<file path="src/design/llsc_pkg.sv">
// package for the load-locked / store-conditional unit
package llsc_pkg;
    localparam int unsigned ADDR_W = 64;
    localparam int unsigned PA_W = 44;
    localparam int unsigned DISP_W = 16;
    // locked range is 2**LOCK_SHIFT bytes: 8 minimum, 128 recommended maximum
    localparam int unsigned LOCK_SHIFT = 5;
    localparam int unsigned LOCK_MIN_SHIFT = 3;
    localparam int unsigned LOCK_MAX_SHIFT = 7;
    localparam int unsigned OPS_BETWEEN_TICKS = 40;
    localparam logic LOCK_FLAG_RST = 1'b0;

    typedef enum logic [3:0] {
        LLSC_OP_NONE,
        LLSC_OP_LOAD_LONG_LOCKED,
        LLSC_OP_LOAD_QUAD_LOCKED,
        LLSC_OP_STORE_LONG_CONDITIONAL,
        LLSC_OP_STORE_QUAD_CONDITIONAL,
        LLSC_OP_STORE_LONG,
        LLSC_OP_STORE_QUAD,
        LLSC_OP_STORE_QUAD_UNALIGNED
    } llsc_op_e;

    // request from the pipeline
    typedef struct packed {
        llsc_op_e op;
        logic [ADDR_W-1:0] base_register;
        logic [DISP_W-1:0] disp;
        logic [63:0] data_register;
    } llsc_req_s;

    // memory request toward the coherent memory system
    typedef struct packed {
        logic write;
        logic [ADDR_W-1:0] vaddr;
        logic [7:0] byte_en;
        logic [63:0] wdata;
    } llsc_mem_s;

    // reply from translation and memory
    typedef struct packed {
        logic [PA_W-1:0] paddr;
        logic [63:0] rdata;
        logic acc_viol;
        logic fault_write;
        logic fault_read;
        logic tnv;
        logic miss;
    } llsc_rsp_s;

    // exception report
    typedef struct packed {
        logic acc_viol;
        logic fault_write;
        logic fault_read;
        logic align;
        logic tnv;
    } llsc_exc_s;
endpackage

</file>
<file path="src/design/llsc_unit.sv">
// reservation logic and store data path for locked and plain integer memory operations
`timescale 1ns/1ns
// What this block does
// faultless load-locked saves physical address and sets reservation flag
// load-locked address base plus signed displacement; longword result sign-extended
// a foreign store inside locked range clears the flag
// locked range is aligned power-of-two block, 8 bytes to one page
// exception return clears flag; other calls and own accesses do not
// store-conditional writes memory only while flag still set
// store-conditional returns old flag in data register, then clears flag
// longword conditional writes bits 31:0; quadword writes all 64 bits
// flag test and store are atomic; one of two rivals wins
// second store-conditional without load-locked always fails
// second load-locked replaces earlier reservation
// load-locked skips write check; store-conditional may raise write faults
// load-locked never disturbs other processors' state
// store-conditional outcome given only after point of coherency
// store-conditional misses are serviced and retried, not failed
// at least 40 operate instructions between timer interrupts
// hardware locked range at most 128 bytes
// plain stores write at computed address, alignment exception if misaligned
// unaligned quad store clears low three address bits, no alignment check
// stores report access, write fault, alignment, not-valid exceptions
// owned block may be released on branch or memory op, failing later store
// reset clears reservation flag
module llsc_unit (
    input wire logic mclk_i,
    input wire logic rst_i,
    input wire logic req_valid_i,
    input wire llsc_pkg::llsc_req_s req_i,
    output logic req_ready_o,
    output logic mem_valid_o,
    output llsc_pkg::llsc_mem_s mem_o,
    input wire logic mem_ready_i,
    input wire logic rsp_valid_i,
    input wire llsc_pkg::llsc_rsp_s rsp_i,
    input wire logic coherent_i,
    input wire logic snoop_store_i,
    input wire logic [llsc_pkg::PA_W-1:0] snoop_paddr_i,
    input wire logic exc_return_i,
    input wire logic release_i,
    output logic done_o,
    output logic [63:0] result_o,
    output logic result_we_o,
    output llsc_pkg::llsc_exc_s exc_o,
    output logic lock_flag_o,
    output logic [llsc_pkg::PA_W-1:0] lock_addr_o
);
    import llsc_pkg::*;

    typedef enum logic [1:0] {
        LLSC_IDLE,
        LLSC_ISSUE,
        LLSC_WAIT,
        LLSC_COMMIT
    } llsc_state_e;

    llsc_state_e state_q;
    llsc_req_s cur_q;
    logic [ADDR_W-1:0] va_q;
    logic lock_flag_q;
    logic [PA_W-1:0] lock_addr_q;
    logic sc_ok_q;
    logic sc_seen_q; // conditional reply already in
    logic done_q;
    logic [63:0] result_q;
    logic result_we_q;
    llsc_exc_s exc_q;

    logic [ADDR_W-1:0] va_d;
    logic [ADDR_W-1:0] disp_ext;
    logic is_ll;
    logic is_sc;
    logic is_long;
    logic is_unal;
    logic misalign;
    logic snoop_hit;
    logic ll_set;
    logic lock_clear;
    logic rsp_fault;

    // locked block size, held between 8 and 128 bytes whatever the package asks
    // range limits
    // 128-byte cap
    localparam int unsigned LOCK_BITS = (LOCK_SHIFT < LOCK_MIN_SHIFT) ? LOCK_MIN_SHIFT :
        ((LOCK_SHIFT > LOCK_MAX_SHIFT) ? LOCK_MAX_SHIFT : LOCK_SHIFT);

    // effective address
    assign disp_ext = {{(ADDR_W - DISP_W){req_i.disp[DISP_W-1]}}, req_i.disp};
    // unaligned form drops low three bits
    assign va_d = (req_i.op == LLSC_OP_STORE_QUAD_UNALIGNED) ?
        ((req_i.base_register + disp_ext) & ~64'h0000000000000007) :
        (req_i.base_register + disp_ext);

    // decode of the held operation
    assign is_ll = (cur_q.op == LLSC_OP_LOAD_LONG_LOCKED) || (cur_q.op == LLSC_OP_LOAD_QUAD_LOCKED);
    assign is_sc = (cur_q.op == LLSC_OP_STORE_LONG_CONDITIONAL) || (cur_q.op == LLSC_OP_STORE_QUAD_CONDITIONAL);
    assign is_long = (cur_q.op == LLSC_OP_LOAD_LONG_LOCKED) || (cur_q.op == LLSC_OP_STORE_LONG_CONDITIONAL) ||
        (cur_q.op == LLSC_OP_STORE_LONG);
    assign is_unal = (cur_q.op == LLSC_OP_STORE_QUAD_UNALIGNED);
    // natural alignment check
    assign misalign = !is_unal && (is_long ? (va_q[1:0] != 2'b00) : (va_q[2:0] != 3'b000));

    // foreign store into the aligned locked block
    // only foreign stores are watched, own loads never broadcast
    assign snoop_hit = snoop_store_i && lock_flag_q &&
        (snoop_paddr_i[PA_W-1:LOCK_BITS] == lock_addr_q[PA_W-1:LOCK_BITS]);

    // locked loads see read faults only, stores see write faults
    assign rsp_fault = rsp_i.acc_viol || rsp_i.tnv || (is_ll ? rsp_i.fault_read : rsp_i.fault_write);

    // reservation set on faultless locked load
    assign ll_set = (state_q == LLSC_WAIT) && rsp_valid_i && !rsp_i.miss && !rsp_fault && is_ll;
    // exception return clears
    // ownership release clears
    // conditional commit clears
    // so the next conditional fails
    assign lock_clear = exc_return_i || release_i || snoop_hit || (state_q == LLSC_COMMIT && is_sc);

    assign req_ready_o = (state_q == LLSC_IDLE);

    // request capture
    always_ff @(posedge mclk_i or posedge rst_i) begin
        if (rst_i) begin
            cur_q <= '0;
            va_q <= '0;
        end else if (req_valid_i && req_ready_o) begin
            cur_q <= req_i;
            va_q <= va_d;
        end
    end

    // sequencing of one memory operation
    always_ff @(posedge mclk_i or posedge rst_i) begin
        if (rst_i) begin
            state_q <= LLSC_IDLE;
            sc_ok_q <= 1'b0;
            sc_seen_q <= 1'b0;
        end else begin
            unique case (state_q)
                // waits for a real operation, op none is ignored
                LLSC_IDLE: begin
                    sc_seen_q <= 1'b0;
                    if (req_valid_i && req_i.op != LLSC_OP_NONE) begin
                        state_q <= LLSC_ISSUE;
                    end
                end
                // holds the request until memory takes it
                LLSC_ISSUE: begin
                    if (misalign) begin
                        state_q <= LLSC_IDLE;
                    // skip the write if reservation already gone
                    end else if (is_sc && !lock_flag_q) begin
                        sc_ok_q <= 1'b0;
                        state_q <= LLSC_COMMIT;
                    end else if (mem_ready_i) begin
                        state_q <= LLSC_WAIT;
                    end
                end
                // waits for the reply, and for coherency on a conditional
                LLSC_WAIT: begin
                    if (rsp_valid_i) begin
                        // miss serviced, reissue
                        if (rsp_i.miss) begin
                            state_q <= LLSC_ISSUE;
                        end else if (rsp_fault) begin
                            state_q <= LLSC_IDLE;
                        end else if (is_sc) begin
                            // outcome waits for coherency
                            // flag sampled with the coherent grant
                            sc_ok_q <= lock_flag_q && !lock_clear;
                            sc_seen_q <= 1'b1;
                            state_q <= coherent_i ? LLSC_COMMIT : LLSC_WAIT;
                        end else begin
                            state_q <= LLSC_IDLE;
                        end
                    // reply in, coherency pending: a clear meanwhile still fails it
                    end else if (is_sc && sc_seen_q) begin
                        sc_ok_q <= sc_ok_q && !lock_clear;
                        if (coherent_i) begin
                            state_q <= LLSC_COMMIT;
                        end
                    end
                end
                // one cycle to report the conditional outcome
                LLSC_COMMIT: begin
                    state_q <= LLSC_IDLE;
                end
            endcase
        end
    end

    // memory request drive
    // byte lanes by width
    // plain stores at computed address
    always_comb begin
        mem_valid_o = (state_q == LLSC_ISSUE) && !misalign && !(is_sc && !lock_flag_q);
        mem_o.write = !is_ll;
        mem_o.vaddr = va_q;
        mem_o.wdata = cur_q.data_register;
        if (is_long) begin
            mem_o.byte_en = va_q[2] ? 8'hF0 : 8'h0F;
            mem_o.wdata = {cur_q.data_register[31:0], cur_q.data_register[31:0]};
        end else begin
            mem_o.byte_en = 8'hFF;
        end
    end

    // reservation flag and address
    // a later locked load overwrites
    // reset clears flag
    // no ageing, flag waits however long the sequence runs
    always_ff @(posedge mclk_i or posedge rst_i) begin
        if (rst_i) begin
            lock_flag_q <= LOCK_FLAG_RST;
            lock_addr_q <= '0;
        end else if (ll_set) begin
            lock_flag_q <= 1'b1;
            lock_addr_q <= rsp_i.paddr;
        end else if (lock_clear) begin
            lock_flag_q <= 1'b0;
        end
    end

    // completion, result and exceptions
    // exception reporting
    always_ff @(posedge mclk_i or posedge rst_i) begin
        if (rst_i) begin
            done_q <= 1'b0;
            result_q <= '0;
            result_we_q <= 1'b0;
            exc_q <= '0;
        end else begin
            done_q <= 1'b0;
            result_we_q <= 1'b0;
            exc_q <= '0;
            if (state_q == LLSC_ISSUE && misalign) begin
                done_q <= 1'b1;
                exc_q.align <= 1'b1;
            // faulted reply: report it, leave the flag alone
            end else if (state_q == LLSC_WAIT && rsp_valid_i && !rsp_i.miss && rsp_fault) begin
                done_q <= 1'b1;
                exc_q.acc_viol <= rsp_i.acc_viol;
                exc_q.tnv <= rsp_i.tnv;
                exc_q.fault_read <= is_ll && rsp_i.fault_read;
                exc_q.fault_write <= !is_ll && rsp_i.fault_write;
            // clean reply of a load or a plain store
            end else if (state_q == LLSC_WAIT && rsp_valid_i && !rsp_i.miss && !is_sc) begin
                done_q <= 1'b1;
                // sign-extend longword locked result
                if (is_ll) begin
                    result_we_q <= 1'b1;
                    result_q <= is_long ? {{32{rsp_i.rdata[31]}}, rsp_i.rdata[31:0]} : rsp_i.rdata;
                end
            end else if (state_q == LLSC_COMMIT) begin
                // old flag returned as success
                done_q <= 1'b1;
                result_we_q <= 1'b1;
                result_q <= {63'h0, sc_ok_q};
            end
        end
    end

    assign done_o = done_q;
    assign result_o = result_q;
    assign result_we_o = result_we_q;
    assign exc_o = exc_q;
    assign lock_flag_o = lock_flag_q;
    assign lock_addr_o = lock_addr_q;
endmodule

</file>
<file path="config.mk">
export PLATFORM = sky130hd
export DESIGN_NAME = llsc_unit
export DESIGN_NICKNAME = d
export VERILOG_FILES = /design/src/design/llsc_pkg.sv /design/src/design/llsc_unit.sv
export SDC_FILE = /design/constraint.sdc
export NUM_CORES = 1
export LEC_CHECK = 0
export BUFFER_PORTS_ARGS = -buffer_cell sky130_fd_sc_hd__buf_4
export CORE_AREA = 10 10 213 215
export CTS_BUF_LIST = sky130_fd_sc_hd__clkbuf_8
export DETAILED_ROUTE_END_ITERATION = 10
export DIE_AREA = 0 0 223 225
export PLACE_DENSITY = 0.62
export SETUP_SLACK_MARGIN = 0.15
export SYNTH_ARGS = -nofsm -noshare
export SYNTH_HDL_FRONTEND = slang
export SYNTH_SLANG_ARGS = --single-unit
</file>
<file path="constraint.sdc">
create_clock -name mclk_i -period 7.67 [get_ports mclk_i]
set_input_delay 0.767 -clock mclk_i [delete_from_list [all_inputs] [get_ports mclk_i]]
set_output_delay 0.767 -clock mclk_i [all_outputs]
set_load 0.01 [all_outputs]
</file>
==> results.json, run 1 <==
{
  "status": "complete, no violations",
  "cts_root_buf": "clkbuf_8",
  "grt_usage_pct": 22.75,
  "swShare_pct": 40.72,
  "antenna_found_initial": 7,
  "pwr-share-seq_pct": 34.0,
  "syn_nets": 2099,
  "num_vias": 14350,
  "fin_skew_ns": 0.03634,
  "grt_max_degree": 143,
  "peakVddDrop_v": 0.0001487,
  "drtIter0Drc": 1171,
  "required_ns": 8.16,
  "tns_ns": 0,
  "p_comb_share_pct": 44.5,
  "synth_area_mm2": 0.01480,
  "die_y_um": 225,
  "cts-resized-gates": 0,
  "fin_util_pct": 48.40,
  "r2r-end": "result_o[6]$_DFFE_PP0P_",
  "ys_seq_area_share_pct": 42.60,
  "synth-seq-cells": 252,
  "p_leak_nw": 10.47,
  "ios": 569,
  "power.density_mw_per_mm2": 300.5,
  "crit_end": "result_o[6]$_DFFE_PP0P_",
  "vias_per_cell": 5.144,
  "synthCells": 1721,
  "regToRegSetupSlack_ns": 3.67,
  "layout-drive-gt1-share_pct": 32.09,
  "slew_headroom_pct": 14.34,
  "final_cell_mix": "buf_4, nand2_1, dfrtp_1",
  "grt_pass1_wl_um": 88780,
  "cts_inserted_buffers": 48,
  "p_int_mw": 3.568,
  "post_cts_buffers": 0,
  "period_share_pct": 52.12,
  "rr_worst_depth": 11,
  "post_drt_wl_per_cell_um": 21.49,
  "synth_edf_count": 0,
  "start_util_pct": 35.77,
  "crit_fanout": 98,
  "holdBufCountCts": 0,
  "final_max_slew_viol_count": 0,
  "drcViolationCount": 0,
  "drtPass1Iterations": 5,
  "clock_path_buffers": 3,
  "clock_power_share_pct": 21.4,
  "cp.arrival_ns": 4.49,
  "setup_violations": 0,
  "area_growth_syn_to_layout_pct": 35.33,
  "ant_nets": 0,
  "place.gp.congestion": 0.8991,
  "die_area_mm2": 0.05018,
  "final_hold_viol_count": 0,
  "cts_tree": "done",
  "port_buffers": 563,
  "p_sw_mw": 2.451,
  "rsz0062_at_grt": "false",
  "startpoint": "cur_q[144]$_DFFE_PP0P_",
  "die_w_um": 223,
  "yosysUniqueCellTypes": 85,
  "fin_crit_ns": 3.998,
  "dpl_cell_area_mm2": 0.01911,
  "ys.flop_type": "dfrtp_1",
  "r2r_start": "cur_q[144]$_DFFE_PP0P_",
  "critPathLaunchType": "register",
  "worst-setup-path-type": "reg -> reg",
  "layout_commonest_cell": "buf_4",
  "clkTransAtPathRegs_ns": 0.06,
  "htree_levels": 2,
  "synth-async-reset-ratio_pct": 100.0,
  "syn-mean-instance-area_um2": 8.601,
  "rows": 75,
  "grt-ovfl-total": 0,
  "drv_cap": 0,
  "clk_latency_ns": 0.64,
  "yosysWarnings": 0,
  "core_region_area_mm2": 0.04138,
  "cts.sinks": 252,
  "endpoint_kind": "register",
  "tightest_slew_ns": 1.285,
  "stdcell_area_mm2": 0.02003,
  "wl_um": 59940,
  "worstHoldPathType": "in -> reg",
  "fmax_mhz": 250.1,
  "final_net_count": 2593,
  "dp_hpwl_um": 46990,
  "grt_pass1_vias": 14050
}
worst max-delay path: stages (launching register included):
cell and delay, ns:
dfrtp_1 0.43, nor2_1 0.12, nand2_1 0.06, a21oi_1 0.49, nand2b_1 0.18, buf_4 0.38, o21ai_0 0.18, nand2_2 0.09
buf_4 0.75, inv_1 0.76, nand3_1 0.29, nand2_1 0.07
power groups by stage:
stage | combinational, mW | clock [mW] | sequential, mW
2_1_floorplan | 1.43 | 0 | 2.11
3_3_place_gp | 2.70 | 0 | 2.05
3_5_place_dp | 2.72 | 0 | 2.07
4_1_cts | 2.73 | 1.33 | 2.05
5_1_grt | 2.97 | 1.39 | 2.11
6_report | 2.68 | 1.29 | 2.05
sequential cells by signal, indices dropped and copies added (netlist names):
register     flops
cur_q           68
done_o           1
exc_o            5
lock_addr_o     44
lock_flag_o      1
result_o        64
result_we_o      1
sc_ok_q          1
sc_seen_q        1
state_q          2
va_q            64
through the flow:
step | hold slack [ns] | power, mW | instances | setup slack [ns]
floorplan | 0.4455 | 3.534 | 1721 | 3.587
global placement | 0.4530 | 4.751 | 2704 | 3.639
detailed placement | 0.4572 | 4.788 | 2704 | 3.618
CTS | 0.2871 | 6.111 | 2783 | 3.712
global route | 0.3087 | 6.465 | 2789 | 3.366
finish | 0.3440 | 6.019 | 2789 | 3.672
synth_stat cells (4+ instances only):
cell type	count	area share, %
a211o_1	5	0.30
a211oi_1	6	0.30
a21o_1	31	1.6
a21oi_1	120	4.1
a31oi_1	9	0.38
and2_1	6	0.25
and3_1	9	0.38
buf_2	13	0.44
buf_4	42	2.1
clkbuf_1	66	1.7
dfrtp_1	252	43
ha_1	63	5.3
inv_1	25	0.63
mux2_2	44	3.3
nand2_1	516	13
nand2b_1	12	0.51
nand3_1	55	1.9
nand4_1	21	0.89
nor2_1	44	1.1
nor2b_1	10	0.42
nor3_1	21	0.71
nor4_1	12	0.51
o211ai_1	6	0.30
o21a_1	11	0.56
o21ai_0	89	3.0
o21bai_1	13	0.66
o22ai_1	4	0.17
o311ai_0	4	0.24
o31ai_1	39	2.0
or2_2	5	0.21
or3_1	4	0.17
xnor2_1	33	2.0
xor2_1	52	3.1
layer usage:
metal / vias up / GRT usage [%] / part of all wire, %
met5: - / 0 / 0
met4: 0 / 6.822 / 2.4
met3: 85 / 7.588 / 8.4
met2: 519 / 38.03 / 49
met1: 6848 / 27.21 / 40
li1: 6894 / - / -
worst min path at each step:
stage,slack [ns],start,end,depth (start not counted)
6_report,0.34,req_i[39],cur_q[39]$_DFFE_PP0P_,3
5_1_grt,0.31,req_i[50],cur_q[50]$_DFFE_PP0P_,3
4_1_cts,0.29,req_i[37],cur_q[37]$_DFFE_PP0P_,3
3_5_place_dp,0.46,result_o[2]$_DFFE_PP0P_,result_o[2]$_DFFE_PP0P_,2
3_3_place_gp,0.45,result_o[26]$_DFFE_PP0P_,result_o[26]$_DFFE_PP0P_,2
2_1_floorplan,0.45,cur_q[32]$_DFFE_PP0P_,cur_q[32]$_DFFE_PP0P_,2
layout make-up:
| class | instances | area (um2) |
|---|---|---|
| inverter | 26 | 101.3 |
| clock inverter | 21 | 110.1 |
| multi-input combinational | 1313 | 7704 |
| timing repair buffer | 574 | 4322 |
| sequential | 252 | 6306 |
| antenna | 6 | 15.01 |
| tap | 539 | 674.4 |
| fill | 4035 | 21350 |
| clock buffer | 58 | 798.3 |
logic make-up after synthesis:
group	Yosys count	synth area share, %
XOR/XNOR	85	5.030
AND/OR/NAND/NOR	737	21.41
multiplexers	46	3.483
flip-flops	252	42.60
AO/OA/AOI/OAI	381	16.54
buffers and inverters	156	5.469
adder cells (fa/ha/maj)	64	5.461
Power figures use the tool's default switching activity.
==> inputs of run 2 (changes only) <==
- ABC_AREA: unset -> 1
- CORE_AREA: 10 10 213 215 -> 10 10 214 216
- DIE_AREA: 0 0 223 225 -> 0 0 224 226
- PLACE_DENSITY: 0.62 -> 0.65
- clock period: 7.67 -> 3.8 ns (I/O delays scaled with it)
==> results.json, run 2 <==
{
  "swShare_pct": 41.34,
  "wl_um": 75240,
  "synth-seq-cells": 252,
  "die_y_um": 226,
  "core_region_area_mm2": 0.04157,
  "cts.sinks": 252,
  "worst-setup-path-type": "reg -> out",
  "layout_commonest_cell": "nand2_1",
  "clkTransAtPathRegs_ns": 0.06,
  "post_cts_buffers": 0,
  "crit_fanout": 57,
  "synth-async-reset-ratio_pct": 100.0,
  "area_growth_syn_to_layout_pct": 40.62,
  "grt_usage_pct": 28.70,
  "drtIter0Drc": 1419,
  "cp.arrival_ns": 2.54,
  "regMostFlops": "cur_q",
  "final_cell_mix": "nand2_1, buf_4, inv_1",
  "final_hold_viol_count": 0,
  "grt-ovfl-total": 0,
  "die_area_mm2": 0.05062,
  "synth.top_cell.area_share_pct": 36.92,
  "fmax_mhz": 343.0,
  "final_max_slew_viol_count": 0,
  "peakVddDrop_v": 0.0002803,
  "clk_latency_ns": 0.63,
  "slew_headroom_pct": 24.32,
  "p_int_mw": 7.425,
  "synth_area_mm2": 0.01708,
  "port_buffers": 563,
  "ys_seq_area_share_pct": 36.92,
  "grt_max_degree": 88,
  "endpoint_kind": "output port",
  "worstHoldPathType": "in -> reg",
  "p_comb_share_pct": 45.3,
  "drtPass1Iterations": 6,
  "yosysUniqueCellTypes": 39,
  "ios": 569,
  "p_leak_nw": 14.07,
  "drv_cap": 0,
  "rsz0062_at_grt": "false",
  "synth_edf_count": 0,
  "yosysTopAreaCell": "dfrtp_1",
  "start_util_pct": 41.09,
  "cts_tree": "done",
  "synthCells": 2632,
  "tns_ns": 0,
  "required_ns": 3.42,
  "yosysMostFrequentCell": "nand2_1",
  "clock_power_share_pct": 23.0,
  "period_share_pct": 76.72,
  "largest_reg_flops": 68,
  "p_sw_mw": 5.234,
  "tightest_slew_ns": 1.132,
  "ant_nets": 0,
  "power_mw": 12.66,
  "yosysWarnings": 0,
  "critPathLaunchType": "register",
  "dp_hpwl_um": 59850,
  "vias_per_cell": 4.937,
  "grt_pass1_wl_um": 112300,
  "pwr-share-seq_pct": 31.7,
  "post_drt_wl_per_cell_um": 19.42,
  "htree_levels": 2,
  "synth_top_cells_by_area": "dfrtp_1, nand2_1, inv_1",
  "place.gp.congestion": 0.9797,
  "clock_path_buffers": 3,
  "grt_pass1_vias": 18880,
  "layout-drive-gt1-share_pct": 20.87,
  "rows": 75,
  "cts_inserted_buffers": 47,
  "syn_nets": 3010,
  "fillers": 4011,
  "fin_skew_ns": 0.01826,
  "fin_crit_ns": 2.916,
  "final_net_count": 3669,
  "cts_root_buf": "clkbuf_8",
  "power.density_mw_per_mm2": 527.0,
  "ys.flop_type": "dfrtp_1",
  "synth_commonest_cells": "nand2_1, inv_1, dfrtp_1",
  "num_vias": 19130,
  "antenna_found_initial": 9,
  "status": "complete, no violations",
  "syn-mean-instance-area_um2": 6.490,
  "drcViolationCount": 0,
  "setup_violations": 0,
  "holdWs_ns": 0.07238,
  "die_w_um": 224
}
==> run 2: changes by cell type after synthesis, moves of 12 or more <==
cell | previous run | this run
a21o_1 | 31 | 0
a21oi_1 | 120 | 98
clkbuf_1 | 66 | 50
inv_1 | 25 | 400
mux2_2 | 44 | 21
nand2_1 | 516 | 1119
nand2b_1 | 12 | 0
nand3_1 | 55 | 126
nor2_1 | 44 | 169
o21ai_0 | 89 | 155
o31ai_1 | 39 | 1
xor2_1 | 52 | 7
==> run 2: final timing paths <==
| kind | start | endpoint | slack, ns | depth (start not counted) |
|---|---|---|---|---|
| max | cur_q[144]$_DFFE_PP0P_ | mem_o[50] | 0.88 | 7 |
| min | rsp_i[104] | lock_addr_o[35]$_DFFE_PP0P_ | 0.07 | 3 |
| max reg2reg | state_q[0]$_DFFE_PP0P_ | result_o[0]$_DFFE_PP0P_ | 1.25 | 7 |
| min reg2reg | cur_q[61]$_DFFE_PP0P_ | cur_q[61]$_DFFE_PP0P_ | 0.48 | 2 |
| max in group asynchronous | rst_i | va_q[52]$_DFFE_PP0P_ | 2.27 | 4 |
| min in group asynchronous | rst_i | lock_addr_o[18]$_DFFE_PP0P_ | 0.56 | 3 |
==> run 2: kinds of logic after synthesis <==
kind of cell,count (synthesis),share of synthesized area (%)
flip-flops,252,36.92
adder cells (fa/ha/maj),64,4.732
AND/OR/NAND/NOR,1468,34.16
XOR/XNOR,42,2.154
buffers and inverters,517,12.57
AO/OA/AOI/OAI,268,8.087
multiplexers,21,1.384
==> run 2: area by class of cell <==
type	instances	area, um2	area share [%]
multi-input combinational	1863	8641	35.97
sequential	252	6306	26.25
timing repair buffer	722	5816	24.21
inverter	405	1525	6.350
clock buffer	64	880.8	3.667
tap	539	674.4	2.808
clock inverter	20	153.9	0.6407
antenna	9	22.52	0.09376
==> run 2: timing repair <==
| item | in CTS | in global routing |
|---|---|---|
| gates resized for setup | 0 | 0 |
| hold endpoints to repair | 156 | 0 |
| hold buffers | 143 | 0 |
==> run 2: power by group through the flow <==
stage	sequential (mW)	combinational [mW]	clock, mW
final	4.02	5.73	2.91
after floorplan	4.13	2.86	0
after global routing	4.11	6.27	3.09
after CTS	4.00	5.75	2.99
after global placement	4.01	5.56	0
after detailed placement	4.04	5.60	0
==> run 2: critical path, stage by stage (launching register included) <==
cell	delay, ns
dfrtp_1	0.39
inv_1	0.10
nor2_1	0.04
and2_1	0.15
inv_2	0.68
nand2_1	0.21
o21ai_0	0.14
buf_4	0.16
==> run 2: through the flow <==
stage | worst slack [ns] | area [um2] | cells | util, %
final | 0.8845 | 24020 | 3874 | 57.78
after global routing | 0.6843 | 24020 | 3874 | 57.78
after CTS | 0.8399 | 24000 | 3865 | 57.72
after detailed placement | 0.9431 | 21530 | 3638 | 51.79
after global placement | 0.9833 | 21530 | 3638 | 51.79
after floorplan | 0.1043 | 17090 | 2632 | -
==> run 2: layer usage <==
layer | routed length, um | global-route usage (%) | vias to the layer above
met5 | 0 | 0 | -
met2 | 36500 | 48.88 | 731
met1 | 29860 | 33.75 | 8873
met4 | 3413 | 13.73 | 0
li1 | - | - | 9355
met3 | 5474 | 6.356 | 167
==> inputs of run 3 (changes only) <==
- clock period: 3.8 -> 2.8 ns (I/O delays scaled with it)
==> results.json, run 3 (synthesized netlist as in run 2, its figures left out) <==
{
  "final_hold_viol_count": 0,
  "cp.arrival_ns": 2.18,
  "cts_tree": "done",
  "ant_nets": 0,
  "final_max_slew_viol_count": 0,
  "port_buffers": 563,
  "grt_pass1_vias": 18900,
  "place.gp.congestion": 0.9615,
  "area_growth_syn_to_layout_pct": 41.96,
  "power.density_mw_per_mm2": 697.2,
  "worstHoldPathType": "in -> reg",
  "holdPathStages": 5,
  "endpoint_kind": "output port",
  "drcViolationCount": 0,
  "status": "complete, no violations",
  "die_y_um": 226,
  "crit_fanout": 55,
  "rr_worst_depth": 12,
  "fin_skew_ns": 0.01042,
  "dp_hpwl_um": 58760,
  "die_area_mm2": 0.05062,
  "die_w_um": 224,
  "rsz0062_at_grt": "false",
  "grt_usage_pct": 28.21,
  "regMostFlops": "cur_q",
  "cts_inserted_buffers": 46,
  "antenna_found_initial": 9,
  "vias_per_cell": 4.965,
  "post_drt_wl_per_cell_um": 19.00,
  "largest_reg_flops": 68,
  "dr_wl_met3_um": 5247,
  "drv_cap": 0,
  "htree_levels": 2,
  "wl_um": 74070,
  "setup_violations": 0,
  "num_vias": 19360,
  "clock_path_buffers": 3,
  "fin_crit_ns": 2.459,
  "drtIter0Drc": 1521,
  "clkTransAtPathRegs_ns": 0.06,
  "start_util_pct": 41.09,
  "drtPass1Iterations": 6,
  "met1_length_um": 29290,
  "cts.sinks": 252,
  "cts_root_buf": "clkbuf_8",
  "dpl_cell_area_mm2": 0.02167,
  "rows": 75,
  "layout_commonest_cell": "nand2_1",
  "grt_pass1_wl_um": 111100,
  "power_mw": 16.91,
  "ios": 569,
  "holdWs_ns": 0.03908,
  "required_ns": 2.52,
  "grt_max_degree": 148,
  "slew_headroom_pct": 52.56,
  "topRoutingLayerUsed": "met4",
  "stdcell_area_mm2": 0.02425,
  "tightest_slew_ns": 0.7025,
  "route.met2.wl_um": 36410,
  "layout-drive-gt1-share_pct": 20.72,
  "period_share_pct": 87.84,
  "clk_latency_ns": 0.61,
  "final_net_count": 3700,
  "final_cell_mix": "nand2_1, buf_4, inv_1",
  "peakVddDrop_v": 0.0006155,
  "fmax_mhz": 406.6,
  "p_leak_nw": 14.19,
  "worst-setup-path-type": "reg -> out",
  "grt-ovfl-total": 0,
  "core_region_area_mm2": 0.04157,
  "tns_ns": 0,
  "critPathLaunchType": "register"
}
## run 3: cell count changes in the layout (fill, tap and decap cells not counted), sizes merged
cell         delta
bufinv          +1
diode           +1
inv             +5
buf            +12
clkbuf         -11
dlygate4sd3    +20
clkinv          -3
## run 3: what timing repair did
item | 4_1_cts | 5_1_grt
endpoints found under the setup margin | 22 | 17
hold endpoints to repair | 217 | 0
hold buffers | 163 | 0
resized for setup | 2 | 3
setup buffers | 0 | 0
pin swaps | 0 | 0
## run 3: path summary, 6_finish.rpt
check	startpoint	end	slack [ns]
worst min-delay path	rsp_i[56]	result_o[51]$_DFFE_PP0P_	0.04
worst min register to register	cur_q[51]$_DFFE_PP0P_	cur_q[51]$_DFFE_PP0P_	0.48
worst max-delay path	cur_q[144]$_DFFE_PP0P_	mem_o[45]	0.34
worst max register to register	cur_q[146]$_DFFE_PP0P_	result_o[2]$_DFFE_PP0P_	0.54
max in group asynchronous	rst_i	cur_q[33]$_DFFE_PP0P_	1.74
min in group asynchronous	rst_i	lock_addr_o[23]$_DFFE_PP0P_	0.22
## run 3: cell type report
type / count / area [um2]
fill: 3899 / 17320
multi-input combinational: 1863 / 8642
sequential: 252 / 6306
timing repair buffer: 754 / 6168
inverter: 405 / 1525
clock buffer: 53 / 729.5
tap: 539 / 674.4
clock inverter: 23 / 178.9
antenna: 10 / 25.02
## run 3: routing by layer
| layer | track usage (%) | vias up |
|---|---|---|
| li1 | - | 9430 |
| met1 | 32.70 | 9027 |
| met2 | 49.23 | 748 |
| met3 | 6.162 | 153 |
| met4 | 12.26 | 0 |
| met5 | 0 | - |
## run 3: critical path: stages, from the launching register on
cell and delay, ns:
dfrtp_1 0.40, inv_1 0.10, nor2_1 0.04, and2_2 0.25, inv_2 0.11, buf_12 0.24
nand2_1 0.12, nand2_1 0.15, buf_4 0.15
## run 3: report_power, final
group / switching (mW) / internal, mW / leakage, nW / total (mW)
Sequential: 0.731 / 4.73 / 3.18 / 5.46
Clock: 1.63 / 1.98 / 0.523 / 3.61
Combinational: 4.63 / 3.21 / 10.5 / 7.83
## run 3: per-stage QoR
step	setup WS (ns)	instances	utilization [%]
2_1_floorplan	-0.7957	2632	-
3_3_place_gp	0.3332	3650	52.13
3_5_place_dp	0.3140	3650	52.13
4_1_cts	0.1551	3889	58.26
5_1_grt	0.1837	3898	58.33
6_report	0.3406	3899	58.33
